[src/ppr_pkg.sv]
package ppr_pkg;

  // ==========================================================================
  // clock and link timing
  // ==========================================================================
  localparam int CLK_PERIOD_NS = 40;
  localparam int STROBE_MIN_NS = 500;
  localparam int ACK_PULSE_NS = 5000;
  // least time rounds up, nominal pulse rounds down
  localparam int STROBE_MIN_CYC =
    (STROBE_MIN_NS + CLK_PERIOD_NS - 1) / CLK_PERIOD_NS;
  localparam int ACK_PULSE_CYC = ACK_PULSE_NS / CLK_PERIOD_NS;
  localparam int STRB_CNT_W = 4;
  localparam int ACK_CNT_W = 8;

  // ==========================================================================
  // register bus
  // ==========================================================================
  localparam int ADDR_W = 8;
  localparam logic [ADDR_W-1:0] REG_CTRL = 8'h00;
  localparam logic [ADDR_W-1:0] REG_SWITCH = 8'h04;
  localparam logic [ADDR_W-1:0] REG_STATUS = 8'h08;
  localparam logic [ADDR_W-1:0] REG_DATA = 8'h0C;
  localparam logic [ADDR_W-1:0] REG_FORMAT = 8'h10;

  // control register fields
  localparam int CTRL_W = 4;
  localparam int CTRL_ONLINE = 0;
  localparam int CTRL_PAPER_EMPTY = 1;
  localparam int CTRL_MECH_ERROR = 2;
  localparam int CTRL_PRINTING = 3;
  localparam logic [CTRL_W-1:0] CTRL_RESET = 4'h1;

  // switch register: bits 0..7 are bank 1 switches 1..8, 8..11 bank 2
  localparam int SW_W = 12;
  localparam int SW_CR_PRINT_ONLY = 1;
  localparam int SW_FULL_PRINT_ONLY = 2;
  localparam int SW_CANCEL_INVALID = 3;
  localparam int SW_DELETE_INVALID = 4;
  localparam int SW_BUZZER = 5;
  localparam int SW_CHARSET2 = 6;
  localparam int SW_SELECT_FIXED = 7;
  localparam int SW_FORM_12IN = 8;
  localparam int SW_SPACING_8LPI = 9;
  localparam int SW_AUTOFEED_FIXED = 10;
  localparam int SW_PERF_SKIP = 11;
  localparam logic [SW_W-1:0] SW_RESET = 12'h0B3;

  // status register fields
  localparam int ST_BYTE_READY = 0;
  localparam int ST_BUSY = 1;
  localparam int ST_ACK = 2;
  localparam int ST_SELECTED = 3;
  localparam int ST_AUTOFEED = 4;
  localparam int ST_INIT_SEEN = 5;
  localparam int ST_OVERRUN = 6;

  // format register fields
  localparam int FMT_LINES_LSB = 0;
  localparam int FMT_SKIP_LSB = 8;
  localparam int FMT_CR_LF = 16;
  localparam int FMT_FULL_LF = 17;
  localparam int FMT_CANCEL_OK = 18;
  localparam int FMT_DELETE_OK = 19;
  localparam int FMT_BUZZER = 20;
  localparam int FMT_CHARSET2 = 21;

  // ==========================================================================
  // page geometry
  // ==========================================================================
  localparam int LINES_W = 7;
  localparam int SKIP_W = 4;
  localparam logic [LINES_W-1:0] FORM_11IN = 7'h0B;
  localparam logic [LINES_W-1:0] FORM_12IN = 7'h0C;
  localparam logic [SKIP_W-1:0] LPI_6 = 4'h6;
  localparam logic [SKIP_W-1:0] LPI_8 = 4'h8;

  // pin inputs passed through the synchroniser, packed in this order
  localparam int PIN_W = 12;

endpackage

[src/ppr_receive_port.sv]
// Overview of operation
// - host frames bytes with idle-high strobe; data taken while strobe low
// - data lines carry bits one to eight, high means one
// - after a byte is taken and room exists, pulse accept low ~5 us
// - busy high whenever a byte cannot be accepted, low otherwise
// - busy high in data entry, printing, offline and error
// - paper_out high whenever paper is exhausted
// - online_indicator high while the printer is selected and online
// - auto linefeed low requests a line advance after each line
// - switch 2-3 on forces auto linefeed low internally
// - init low resets controller state and discards the buffer
// - transfers paced by host strobes; flow by acknowledge or busy
// - switch 1-8 on forces select request asserted
// - switch 2-4 selects a one inch skip over perforation
// - form length 12 or 11 inches; spacing 1/8 or 1/6 inch
// - switches choose CR, buffer-full, cancel, buzzer, character set
// - data accepted only while selected, by pin or by switch
// - fault output low in paper end, offline or error
//
// The APB interface to the registers and the register offsets were decided locally.
module ppr_receive_port (
  input wire logic clock,
  input wire logic srst,
  input wire logic psel,
  input wire logic penable,
  input wire logic pwrite,
  input wire logic [ppr_pkg::ADDR_W-1:0] paddr,
  input wire logic [31:0] pwdata,
  output logic [31:0] prdata,
  output logic pready,
  output logic pslverr,
  input wire logic [7:0] data_in,
  input wire logic data_strobe_n,
  input wire logic init_n,
  input wire logic auto_linefeed_n,
  input wire logic select_request_n,
  output logic busy,
  output logic accept_pulse_n,
  output logic paper_out,
  output logic online_indicator,
  output logic fault_n,
  output logic line_advance_req
);

  // ==========================================================================
  // helpers
  // ==========================================================================
  function automatic logic reg_hit(
    input logic [ppr_pkg::ADDR_W-1:0] addr,
    input logic [ppr_pkg::ADDR_W-1:0] offset
  );
    reg_hit = (addr == offset);
  endfunction

  function automatic logic [ppr_pkg::LINES_W-1:0] lines_per_page(
    input logic form_12in,
    input logic spacing_8lpi
  );
    logic [ppr_pkg::LINES_W-1:0] inches;
    logic [ppr_pkg::LINES_W-1:0] lpi;
    inches = form_12in ? ppr_pkg::FORM_12IN : ppr_pkg::FORM_11IN;
    lpi = spacing_8lpi ? ppr_pkg::LINES_W'(ppr_pkg::LPI_8)
                       : ppr_pkg::LINES_W'(ppr_pkg::LPI_6);
    lines_per_page = ppr_pkg::LINES_W'(inches * lpi);
  endfunction

  // ==========================================================================
  // pin synchronisers
  // ==========================================================================
  logic [ppr_pkg::PIN_W-1:0] pins_sync;
  logic [7:0] data_sync;
  logic strobe_n_sync;
  logic init_n_sync;
  logic autofeed_n_sync;
  logic select_n_sync;

  // control lines reset to their idle levels so reset looks like idle
  ppr_sync #(
    .WIDTH(ppr_pkg::PIN_W)
  ) u_pin_sync (
    .clock(clock),
    .srst(srst),
    .async_in({data_in, data_strobe_n, init_n, auto_linefeed_n,
               select_request_n}),
    .reset_level({8'h00, 4'hF}),
    .sync_out(pins_sync)
  );

  assign data_sync = pins_sync[11:4];
  assign strobe_n_sync = pins_sync[3];
  assign init_n_sync = pins_sync[2];
  assign autofeed_n_sync = pins_sync[1];
  assign select_n_sync = pins_sync[0];

  // ==========================================================================
  // state
  // ==========================================================================
  typedef enum logic [1:0] {
    RX_IDLE,
    RX_ENTRY,
    RX_WAIT_HIGH
  } ppr_rx_mode_type;

  typedef struct packed {
    ppr_rx_mode_type rx_mode;
    logic [ppr_pkg::STRB_CNT_W-1:0] strb_cnt;
    logic [7:0] rx_byte;
    logic byte_held;
    logic [ppr_pkg::CTRL_W-1:0] ctrl;
    logic [ppr_pkg::SW_W-1:0] sw;
    logic init_seen;
    logic overrun;
    logic busy;
    logic ack_n;
    logic paper_out;
    logic online;
    logic fault_n;
    logic line_adv;
    logic [31:0] prdata;
  } ppr_port_state_type;

  localparam ppr_port_state_type STATE_RESET = '{
    rx_mode: RX_IDLE,
    strb_cnt: '0,
    rx_byte: 8'h00,
    byte_held: 1'b0,
    ctrl: ppr_pkg::CTRL_RESET,
    sw: ppr_pkg::SW_RESET,
    init_seen: 1'b0,
    overrun: 1'b0,
    busy: 1'b1,
    ack_n: 1'b1,
    paper_out: 1'b0,
    online: 1'b0,
    fault_n: 1'b1,
    line_adv: 1'b0,
    prdata: 32'h0000_0000
  };

  ppr_port_state_type state_q;
  ppr_port_state_type state_d;

  logic ack_active;
  logic ack_start;
  logic init_active;

  // ==========================================================================
  // acknowledge one-shot
  // ==========================================================================
  ppr_pulse_timer u_ack_timer (
    .clock(clock),
    .srst(srst),
    .start(ack_start),
    .abort(init_active),
    .active(ack_active)
  );

  // ==========================================================================
  // next-state logic
  // ==========================================================================
  logic wr_access;
  logic rd_setup;
  logic rd_access;
  logic mapped;
  logic selected;
  logic ready_for_byte;
  logic pop;
  logic w1c_init;
  logic w1c_overrun;
  logic capture;
  logic refuse;
  logic [31:0] rd_word;
  logic [31:0] status_word;
  logic [31:0] format_word;

  always_comb
  begin
    state_d = state_q;
    wr_access = psel && penable && pwrite;
    rd_setup = psel && !penable && !pwrite;
    rd_access = psel && penable && !pwrite;
    mapped = reg_hit(paddr, ppr_pkg::REG_CTRL)
          || reg_hit(paddr, ppr_pkg::REG_SWITCH)
          || reg_hit(paddr, ppr_pkg::REG_STATUS)
          || reg_hit(paddr, ppr_pkg::REG_DATA)
          || reg_hit(paddr, ppr_pkg::REG_FORMAT);
    init_active = !init_n_sync;
    selected = state_q.sw[ppr_pkg::SW_SELECT_FIXED] || !select_n_sync;
    // every reason the printer cannot take a byte right now
    ready_for_byte = selected
                  && state_q.ctrl[ppr_pkg::CTRL_ONLINE]
                  && !state_q.ctrl[ppr_pkg::CTRL_PAPER_EMPTY]
                  && !state_q.ctrl[ppr_pkg::CTRL_MECH_ERROR]
                  && !state_q.ctrl[ppr_pkg::CTRL_PRINTING]
                  && !state_q.byte_held
                  && !ack_active
                  && !init_active;
    pop = rd_access && reg_hit(paddr, ppr_pkg::REG_DATA)
       && state_q.byte_held;
    // room is back once software has taken the byte
    ack_start = pop && !init_active;
    w1c_init = wr_access && reg_hit(paddr, ppr_pkg::REG_STATUS)
            && pwdata[ppr_pkg::ST_INIT_SEEN];
    w1c_overrun = wr_access && reg_hit(paddr, ppr_pkg::REG_STATUS)
               && pwdata[ppr_pkg::ST_OVERRUN];
    capture = 1'b0;
    refuse = 1'b0;

    // strobe qualification: a byte counts only after the minimum low time
    case (state_q.rx_mode)
      RX_IDLE:
      begin
        state_d.strb_cnt = '0;
        if (!strobe_n_sync)
        begin
          state_d.rx_mode = RX_ENTRY;
        end
      end
      RX_ENTRY:
      begin
        if (strobe_n_sync)
        begin
          // short glitch: no byte, no acknowledge
          state_d.rx_mode = RX_IDLE;
        end
        else if (state_q.strb_cnt
                 == ppr_pkg::STRB_CNT_W'(ppr_pkg::STROBE_MIN_CYC - 2))
        begin
          capture = ready_for_byte;
          refuse = !ready_for_byte;
          state_d.rx_mode = RX_WAIT_HIGH;
        end
        else
        begin
          state_d.strb_cnt = state_q.strb_cnt + 1'b1;
        end
      end
      RX_WAIT_HIGH:
      begin
        // one byte per strobe, however long it stays low
        if (strobe_n_sync)
        begin
          state_d.rx_mode = RX_IDLE;
        end
      end
      default:
      begin
        state_d.rx_mode = RX_IDLE;
      end
    endcase

    if (capture)
    begin
      state_d.rx_byte = data_sync;
      state_d.byte_held = 1'b1;
    end
    else if (pop)
    begin
      state_d.byte_held = 1'b0;
    end

    // software side: controls and switch bank
    if (wr_access && reg_hit(paddr, ppr_pkg::REG_CTRL))
    begin
      state_d.ctrl = pwdata[ppr_pkg::CTRL_W-1:0];
    end
    if (wr_access && reg_hit(paddr, ppr_pkg::REG_SWITCH))
    begin
      state_d.sw = pwdata[ppr_pkg::SW_W-1:0];
    end

    // sticky flags: a new event wins over a clear in the same cycle
    state_d.overrun = (state_q.overrun && !w1c_overrun) || refuse;
    state_d.init_seen = (state_q.init_seen && !w1c_init) || init_active;

    if (init_active)
    begin
      // drop any held byte and any half-taken strobe
      state_d.byte_held = 1'b0;
      state_d.rx_byte = 8'h00;
      state_d.rx_mode = strobe_n_sync ? RX_IDLE : RX_WAIT_HIGH;
      state_d.strb_cnt = '0;
    end

    // pin outputs, all registered
    state_d.busy = !ready_for_byte
                || state_d.rx_mode != RX_IDLE
                || capture;
    state_d.ack_n = !ack_active;
    state_d.paper_out = state_q.ctrl[ppr_pkg::CTRL_PAPER_EMPTY];
    state_d.online = selected && state_q.ctrl[ppr_pkg::CTRL_ONLINE];
    state_d.fault_n = !(state_q.ctrl[ppr_pkg::CTRL_PAPER_EMPTY]
                     || !state_q.ctrl[ppr_pkg::CTRL_ONLINE]
                     || state_q.ctrl[ppr_pkg::CTRL_MECH_ERROR]);
    state_d.line_adv = !autofeed_n_sync
                    || state_q.sw[ppr_pkg::SW_AUTOFEED_FIXED];

    // read words
    status_word = 32'h0000_0000;
    status_word[ppr_pkg::ST_BYTE_READY] = state_q.byte_held;
    status_word[ppr_pkg::ST_BUSY] = state_q.busy;
    status_word[ppr_pkg::ST_ACK] = ack_active;
    status_word[ppr_pkg::ST_SELECTED] = selected;
    status_word[ppr_pkg::ST_AUTOFEED] = state_q.line_adv;
    status_word[ppr_pkg::ST_INIT_SEEN] = state_q.init_seen;
    status_word[ppr_pkg::ST_OVERRUN] = state_q.overrun;

    format_word = 32'h0000_0000;
    format_word[ppr_pkg::FMT_LINES_LSB +: ppr_pkg::LINES_W] =
      lines_per_page(state_q.sw[ppr_pkg::SW_FORM_12IN],
                     state_q.sw[ppr_pkg::SW_SPACING_8LPI]);
    if (state_q.sw[ppr_pkg::SW_PERF_SKIP])
    begin
      format_word[ppr_pkg::FMT_SKIP_LSB +: ppr_pkg::SKIP_W] =
        state_q.sw[ppr_pkg::SW_SPACING_8LPI] ? ppr_pkg::LPI_8
                                             : ppr_pkg::LPI_6;
    end
    format_word[ppr_pkg::FMT_CR_LF] =
      !state_q.sw[ppr_pkg::SW_CR_PRINT_ONLY];
    format_word[ppr_pkg::FMT_FULL_LF] =
      !state_q.sw[ppr_pkg::SW_FULL_PRINT_ONLY];
    format_word[ppr_pkg::FMT_CANCEL_OK] =
      !state_q.sw[ppr_pkg::SW_CANCEL_INVALID];
    format_word[ppr_pkg::FMT_DELETE_OK] =
      !state_q.sw[ppr_pkg::SW_DELETE_INVALID];
    format_word[ppr_pkg::FMT_BUZZER] = state_q.sw[ppr_pkg::SW_BUZZER];
    format_word[ppr_pkg::FMT_CHARSET2] = state_q.sw[ppr_pkg::SW_CHARSET2];

    rd_word = 32'h0000_0000;
    if (reg_hit(paddr, ppr_pkg::REG_CTRL))
    begin
      rd_word[ppr_pkg::CTRL_W-1:0] = state_q.ctrl;
    end
    else if (reg_hit(paddr, ppr_pkg::REG_SWITCH))
    begin
      rd_word[ppr_pkg::SW_W-1:0] = state_q.sw;
    end
    else if (reg_hit(paddr, ppr_pkg::REG_STATUS))
    begin
      rd_word = status_word;
    end
    else if (reg_hit(paddr, ppr_pkg::REG_DATA))
    begin
      rd_word[7:0] = state_q.rx_byte;
    end
    else if (reg_hit(paddr, ppr_pkg::REG_FORMAT))
    begin
      rd_word = format_word;
    end

    // read data is latched in the setup cycle so it comes from a flop
    if (rd_setup)
    begin
      state_d.prdata = rd_word;
    end
  end

  always_ff @(posedge clock)
  begin
    if (srst)
    begin
      state_q <= STATE_RESET;
    end
    else
    begin
      state_q <= state_d;
    end
  end

  // ==========================================================================
  // outputs
  // ==========================================================================
  // zero wait states; unmapped offsets answer with an error and zero data
  assign pready = 1'b1;
  assign pslverr = psel && penable && !mapped;
  assign prdata = state_q.prdata;
  assign busy = state_q.busy;
  assign accept_pulse_n = state_q.ack_n;
  assign paper_out = state_q.paper_out;
  assign online_indicator = state_q.online;
  assign fault_n = state_q.fault_n;
  assign line_advance_req = state_q.line_adv;

endmodule

[src/ppr_sync.sv]
module ppr_sync #(
  parameter int WIDTH = 1
) (
  input wire logic clock,
  input wire logic srst,
  input wire logic [WIDTH-1:0] async_in,
  input wire logic [WIDTH-1:0] reset_level,
  output logic [WIDTH-1:0] sync_out
);

  // ==========================================================================
  // two-stage synchroniser; only the second stage leaves this module
  // ==========================================================================
  typedef struct packed {
    logic [WIDTH-1:0] meta;
    logic [WIDTH-1:0] stable;
  } ppr_sync_state_type;

  ppr_sync_state_type state_q;
  ppr_sync_state_type state_d;

  always_comb
  begin
    state_d = state_q;
    state_d.meta = async_in;
    state_d.stable = state_q.meta;
  end

  // reset level is a tie-off constant so idle lines do not look active
  always_ff @(posedge clock)
  begin
    if (srst)
    begin
      state_q.meta <= reset_level;
      state_q.stable <= reset_level;
    end
    else
    begin
      state_q <= state_d;
    end
  end

  assign sync_out = state_q.stable;

endmodule

[src/ppr_pulse_timer.sv]
module ppr_pulse_timer (
  input wire logic clock,
  input wire logic srst,
  input wire logic start,
  input wire logic abort,
  output logic active
);

  // ==========================================================================
  // one-shot of fixed length, restartable only once it has ended
  // ==========================================================================
  typedef struct packed {
    logic [ppr_pkg::ACK_CNT_W-1:0] count;
    logic active;
  } ppr_timer_state_type;

  ppr_timer_state_type state_q;
  ppr_timer_state_type state_d;

  always_comb
  begin
    state_d = state_q;
    if (abort)
    begin
      state_d.active = 1'b0;
      state_d.count = '0;
    end
    else if (state_q.active)
    begin
      if (state_q.count == ppr_pkg::ACK_CNT_W'(ppr_pkg::ACK_PULSE_CYC - 1))
      begin
        state_d.active = 1'b0;
        state_d.count = '0;
      end
      else
      begin
        state_d.count = state_q.count + 1'b1;
      end
    end
    else if (start)
    begin
      state_d.active = 1'b1;
      state_d.count = '0;
    end
  end

  always_ff @(posedge clock)
  begin
    if (srst)
    begin
      state_q <= '0;
    end
    else
    begin
      state_q <= state_d;
    end
  end

  assign active = state_q.active;

endmodule

[config.mk]
export PLATFORM = sky130hd
export DESIGN_NAME = ppr_receive_port
export DESIGN_NICKNAME = d
export VERILOG_FILES = /design/src/ppr_pkg.sv /design/src/ppr_receive_port.sv /design/src/ppr_sync.sv /design/src/ppr_pulse_timer.sv
export SDC_FILE = /design/constraint.sdc
export NUM_CORES = 1
export LEC_CHECK = 0
export ABC_AREA = 1
export BUFFER_PORTS_ARGS = -buffer_cell sky130_fd_sc_hd__buf_2
export CAP_MARGIN = 20
export CORE_UTILIZATION = 45
export CTS_BUF_LIST = sky130_fd_sc_hd__clkbuf_4
export DETAILED_ROUTE_END_ITERATION = 8
export MAX_ROUTING_LAYER = met4
export PLACE_DENSITY_LB_ADDON = 0.25
export SKIP_CTS_REPAIR_TIMING = 1
export SYNTH_ARGS = -nofsm -noshare
export SYNTH_HDL_FRONTEND = slang
export SYNTH_SLANG_ARGS = --single-unit
[constraint.sdc]
create_clock -name clock -period 1.3 [get_ports clock]
set_clock_uncertainty 0.15 [all_clocks]
set_input_delay 0.26 -clock clock [delete_from_list [all_inputs] [get_ports clock]]
set_output_delay 0.26 -clock clock [all_outputs]
set_load 0.02 [all_outputs]
==> metrics.txt, run 1 <==
status finished, violations left; failing checks negative hold slack, negative setup slack; most frequent cell after synthesis dfxtp_1; Top Metal Used met4; met3 wire len ~400 µm; grt ovf 0; Worst-Skew Late Latency 0.43 ns; CP bufs+invs 1; Synth Instances 525; gpl congestion around 0.89; CTS Sinks 90; number of synthesized flops with an enable pin 0; CP delay by family, top simple AND/OR/NAND/NOR gates; die height between 90 and 100 µm; Port Buffers slightly above 60; share of the synthesized area in the top cell type a little over two fifths; largest net degree at the start of global routing 20; max-slew violations 0; Peak VDD IR between 500 and 600 µV; Setup crit start kind flop; Hold Crit Class primary input to flop; Worst setup EP type flop; initial antenna violation count 0; fin nets about 730; synthesized area per cell about 8 µm²; Synth Warn # 0; worst path cell trace nor2_2, nand4_1, nor2_4, nand2_4, buf_6, a21oi_1; vias in the first global route around 3400; total CTS buffers 9; Worst EP arrival ~1.6 ns; Crit Path Class flop to flop; average routed wire per standard cell 13.2 µm; most instantiated cells after synthesis dfxtp_1 (90), nand2_1 (81), nor2_1 (53), inv_1 (51), a21oi_1 (46); largest cells by area after synthesis dfxtp_1 (44%), nand2_1 (7.4%), buf_4 (6.2%); CP max-delay cell dfxtp_2; clk slew on worst S/H paths ~0.13 ns; CTS tree built; vias approximately 3800; worst path required time approximately 1.5 ns; Max-cap violations 0; CP max stage delay 0.36 ns; first-pass GRT wire length about 15000 µm; Post-route DRC 0; H-tree depth 3; Power Dens Cells about 840 nW/µm²; row cnt 34; Yosys reg bits 90; Core ar. roughly 8800 µm²; initial core utilization between 40% and 50%; gr usage total approximately 20%; worst reg-to-reg setup slack -0.13 ns; final worst setup slack -0.129 ns; Seq/Total Area, Yosys around 44%; Final Setup Violations 43; Final min period approximately 1.4 ns; area leader, netlist dfxtp_1; P_leak approximately 2.5 nW; total design power between 4 and 5 mW; Syn Std Cell Area 4100 µm²; DR vias/cell about 4.8; HPWL Detailed ~7000 µm; final hold vios 3; fin crit share 110%; Met2 Routed Length 5060 µm; Async SR Flop Fraction 0%; clock buffer depth 2; Synth cell types just over 40; area delta synth->final 41.1%; Routed WL slightly above 10000 µm; First DRT Iteration DRCs 158; die width just under 100 µm; remaining antenna violation count 0; # IOs 97; wl on met1 approximately 4600 µm; Fmax approximately 700 MHz; DR pass1 iterations 4; worst hold margin -0.00902 ns; Critical Path Fanout Max 5; unrepaired setup endpoints after global routing true; # diodes 0; Top FF cell, synth dfxtp_1; Root Buffer clkbuf_4; layout cells sized above 1 a little under half; DIE AREA around 9500 µm²
==> layout make-up <==
type	count	area [µm²]
Multi-Input combinational cell	339	2040
Clock inverter	6	57.6
Clock buffer	10	75.1
Sequential cell	90	1850
Inverter	63	270
Tap cell	108	135
Fill cell	754	2980
Timing Repair Buffer	161	1350
==> state kept, by name, summed over array words and instances (netlist names) <==
register             cells
state_q                 30
prdata                  18
u_pin_sync.state_d      12
u_pin_sync.sync_out     12
u_ack_timer.state_q      8
format_word              2
accept_pulse_n           1
busy                     1
fault_n                  1
line_advance_req         1
online_indicator         1
paper_out                1
state_d                  1
u_ack_timer.active       1
==> path summary, 6_finish.rpt <==
path | from | end | depth (start not counted)
worst max-delay path | state_q[55] | state_q[59] | 6
worst min-delay path | pwdata[3] | state_q[55] | 3
worst max register to register | state_q[55] | state_q[59] | 6
worst min register to register | u_pin_sync.state_d[10] | u_pin_sync.sync_out[10] | 2
==> cells by family (layout without fill, tap and decap cells) <==
group	after synthesis	count (layout)	synth area share (%)
AND/OR/NAND/NOR	223	224	26.7
adder cells (fa/ha/maj)	7	7	2.14
buffers and inverters	110	240	14.0
other	2	15	0.183
flip-flops	90	90	44.0
AO/OA/AOI/OAI	90	90	12.4
XOR/XNOR	3	3	0.641
==> report_power, final <==
part / switching [mW] / internal (mW)
Sequential: 0.0198 / 2.80
Combinational: 0.273 / 0.234
Clock: 0.933 / 0.593
==> worst register-to-register path, cell delays in order, from the launching register on <==
cell and delay, ns:
dfxtp_2 0.36, nor2_2 0.10, nand4_1 0.17, nor2_4 0.22
nand2_4 0.10, buf_6 0.14, a21oi_1 0.13
==> stage by stage <==
stage                     utilization [%]  cell area (µm²)  instances  TNS (ns)  setup slack (ns)
after floorplan                         -             4190        538    -0.130           -0.0419
after global placement               53.9             4730        715     -8.44            -0.234
after detailed placement             53.9             4730        715     -9.39            -0.258
after CTS                            55.5             4860        731     -4.34            -0.186
after global routing                 66.0             5780        777     -4.69            -0.202
final                                66.0             5780        777     -1.99            -0.129
==> layout by cell type, fill, tap and decap left out, types with 14 or more instances in the layout <==
cell type      synthesis  final
nand2_1               81     75
o21ai_1               10     14
nand3_1               41     34
dfxtp_2                0     33
dlygate4sd3_1          0     21
buf_2                  2     28
nor2_1                53     44
dfxtp_1               90     55
conb_1                 2     15
inv_1                 51     41
a21oi_1               46     38
a21oi_2                7     14
buf_4                 34     74
buf_6                  3     34
==> per-layer routing <==
metal,vias to the layer above,GRT usage (%)
met2,79,32.2
met4,0,5.88
met5,-,-
li1,1908,-
met3,13,4.75
met1,1759,25.2
Power figures use the tool's default switching activity.
==> run 2, diff against run 1 <==
--- a/config.mk
+++ b/config.mk
@@ -12,8 +12,9 @@
 export CTS_BUF_LIST = sky130_fd_sc_hd__clkbuf_4
 export DETAILED_ROUTE_END_ITERATION = 8
 export MAX_ROUTING_LAYER = met4
-export PLACE_DENSITY_LB_ADDON = 0.25
+export PLACE_DENSITY = 0.79
 export SKIP_CTS_REPAIR_TIMING = 1
 export SYNTH_ARGS = -nofsm -noshare
 export SYNTH_HDL_FRONTEND = slang
 export SYNTH_SLANG_ARGS = --single-unit
+export TNS_END_PERCENT = 50
==> metrics.txt, run 2 (synthesis gave the netlist of run 1 again) <==
DIE AREA 9490 µm² (unchanged); Place WS -0.263 ns (was -0.258 ns); fin crit share 115% (was 110%); grt ovf 0 (unchanged); largest register by flop count state_q (unchanged); clk slew on worst S/H paths 0.14 ns (was 0.13 ns); P_leak 2.49 nW (was 2.53 nW); Max-cap violations 0 (unchanged); worst path required time 1.48 ns (was 1.52 ns); Core ar. 8760 µm² (unchanged); fin nets 721 (was 728); commonest non-fill, non-tap cell in the layout nand2_1 (unchanged); status finished, violations left (unchanged); DR vias/cell 5.06 (was 4.84); first-pass GRT wire length 15500 µm (was 15000 µm); launch point of the worst reg-to-reg path state_q[47] (was state_q[55]); WHS Endpoint state_q[66] (was state_q[55]); Worst-Skew Late Latency 0.44 ns (was 0.43 ns); CTS Sinks 90 (unchanged); Setup Total Neg Slack -2.83 ns (was -1.99 ns); remaining antenna violation count 0 (unchanged); Power Dens Cells 818 nW/µm² (was 839 nW/µm²); average routed wire per standard cell 13.7 µm (was 13.2 µm); First DRT Iteration DRCs 211 (was 158); final worst setup slack -0.190 ns (was -0.129 ns); Post-route DRC 0 (unchanged); Peak VDD IR 782 µV (was 578 µV); Final Setup Violations 45 (was 43); Hold Crit Class primary input to flop (unchanged); Setup crit start kind flop (unchanged); Root Buffer clkbuf_4 (unchanged); area delta synth->final 39.6% (was 41.1%); row cnt 34 (unchanged); total CTS buffers 9 (unchanged); gr usage total 20.7% (was 20.1%); reg-to-reg endpoint state_q[58] (was state_q[59]); layout cells sized above 1 43.9% (was 45.1%); vias in the first global route 3440 (was 3356); initial core utilization 46.8% (unchanged); leading cell types in the layout, fill and taps excluded nand2_1 (71), buf_4 (63), dfxtp_1 (55) (was nand2_1 (75), buf_4 (74), dfxtp_1 (55)); worst reg-to-reg setup slack -0.19 ns (was -0.13 ns); clock buffer depth 2 (unchanged); unrepaired setup endpoints after global routing true (unchanged); worst hold margin 0.0691 ns (was -0.00902 ns); die height 97.4 µm (unchanged); HPWL Detailed 7050 µm (was 6800 µm); Post-Route Utilization 65.3% (was 66.0%); Worst setup EP type flop (unchanged); max-slew violations 0 (unchanged); max reg flops 30 (unchanged); die width 97.4 µm (unchanged); # diodes 0 (unchanged); Crit Path Class flop to flop (unchanged); Hold Crit Start srst (was pwdata[3]); vias 3892 (was 3759); initial antenna violation count 0 (unchanged); Critical Path Fanout Max 7 (was 5); R2R depth 7 (was 6); Fmax 671 MHz (was 700 MHz); Worst EP arrival 1.67 ns (was 1.64 ns); Port Buffers 61 (unchanged); Routed WL 10500 µm (was 10300 µm); H-tree depth 3 (unchanged); largest net degree at the start of global routing 21 (was 20); failing checks negative setup slack (was negative hold slack, negative setup slack); gpl congestion 0.881 (was 0.891); Final min period 1.49 ns (was 1.43 ns); DR pass1 iterations 5 (was 4); final hold vios 0 (was 3); CTS tree built (unchanged); WHS Path Cells 4 (was 3); # IOs 97 (unchanged)
-- run 2: changes by cell type in the layout (fill, tap and decap cells not counted), sizes merged --
cell	before	now
buf	140	128
bufinv	1	0
clkbuf	10	9
clkinv	3	5
clkinvlp	3	1
dlygate4sd3	21	25
inv	62	63
nand3	43	44
-- run 2: where the power goes --
group	internal, mW	switching [mW]
registers	2.80	0.0206
clock network	0.387	0.950
logic	0.243	0.280
total	3.43	1.25
-- run 2: worst max path at each step --
stage / startpoint / to / slack [ns] / cells after the start
final: state_q[47] / state_q[58] / -0.19 / 7
after global routing: state_q[65] / state_q[64] / -0.24 / 8
after CTS: state_q[66] / state_q[60] / -0.20 / 9
after detailed placement: paddr[4] / prdata[3] / -0.26 / 9
after global placement: paddr[4] / prdata[3] / -0.23 / 9
after floorplan: state_q[66] / state_q[64] / -0.04 / 9
-- run 2: layout make-up --
type                            count  area (µm²)
Fill cell                         667        3040
Multi-Input combinational cell    340        2050
Sequential cell                    90        1850
Timing Repair Buffer              153        1300
Inverter                           63         269
Tap cell                          108         135
Clock buffer                        9        67.6
Clock inverter                      6        42.5
-- run 2: through the flow --
stage	total power [mW]	std cells	instance area, µm²
final	4.68	769	5720
after global routing	4.90	769	5720
after CTS	4.54	727	4810
after detailed placement	3.25	712	4700
after global placement	3.24	712	4700
after floorplan	3.14	538	4190
-- run 2: worst max-delay path, cell delays in order, from the launching register on --
cell     delay, ns
dfxtp_2       0.35
inv_2         0.04
nand2_2       0.06
nand4_1       0.17
nor2_4        0.23
nand2_4       0.13
o21ai_1       0.18
nor2_1        0.07
-- run 2: per-layer routing --
layer	routed length [µm]	part of all wire (%)	GRT usage, %	vias up
li1	-	-	-	1899
met1	4220	40	24.3	1824
met2	5630	53	35.2	142
met3	487	4.6	5.11	27
met4	210	2.0	5.88	0
met5	0	0	-	-
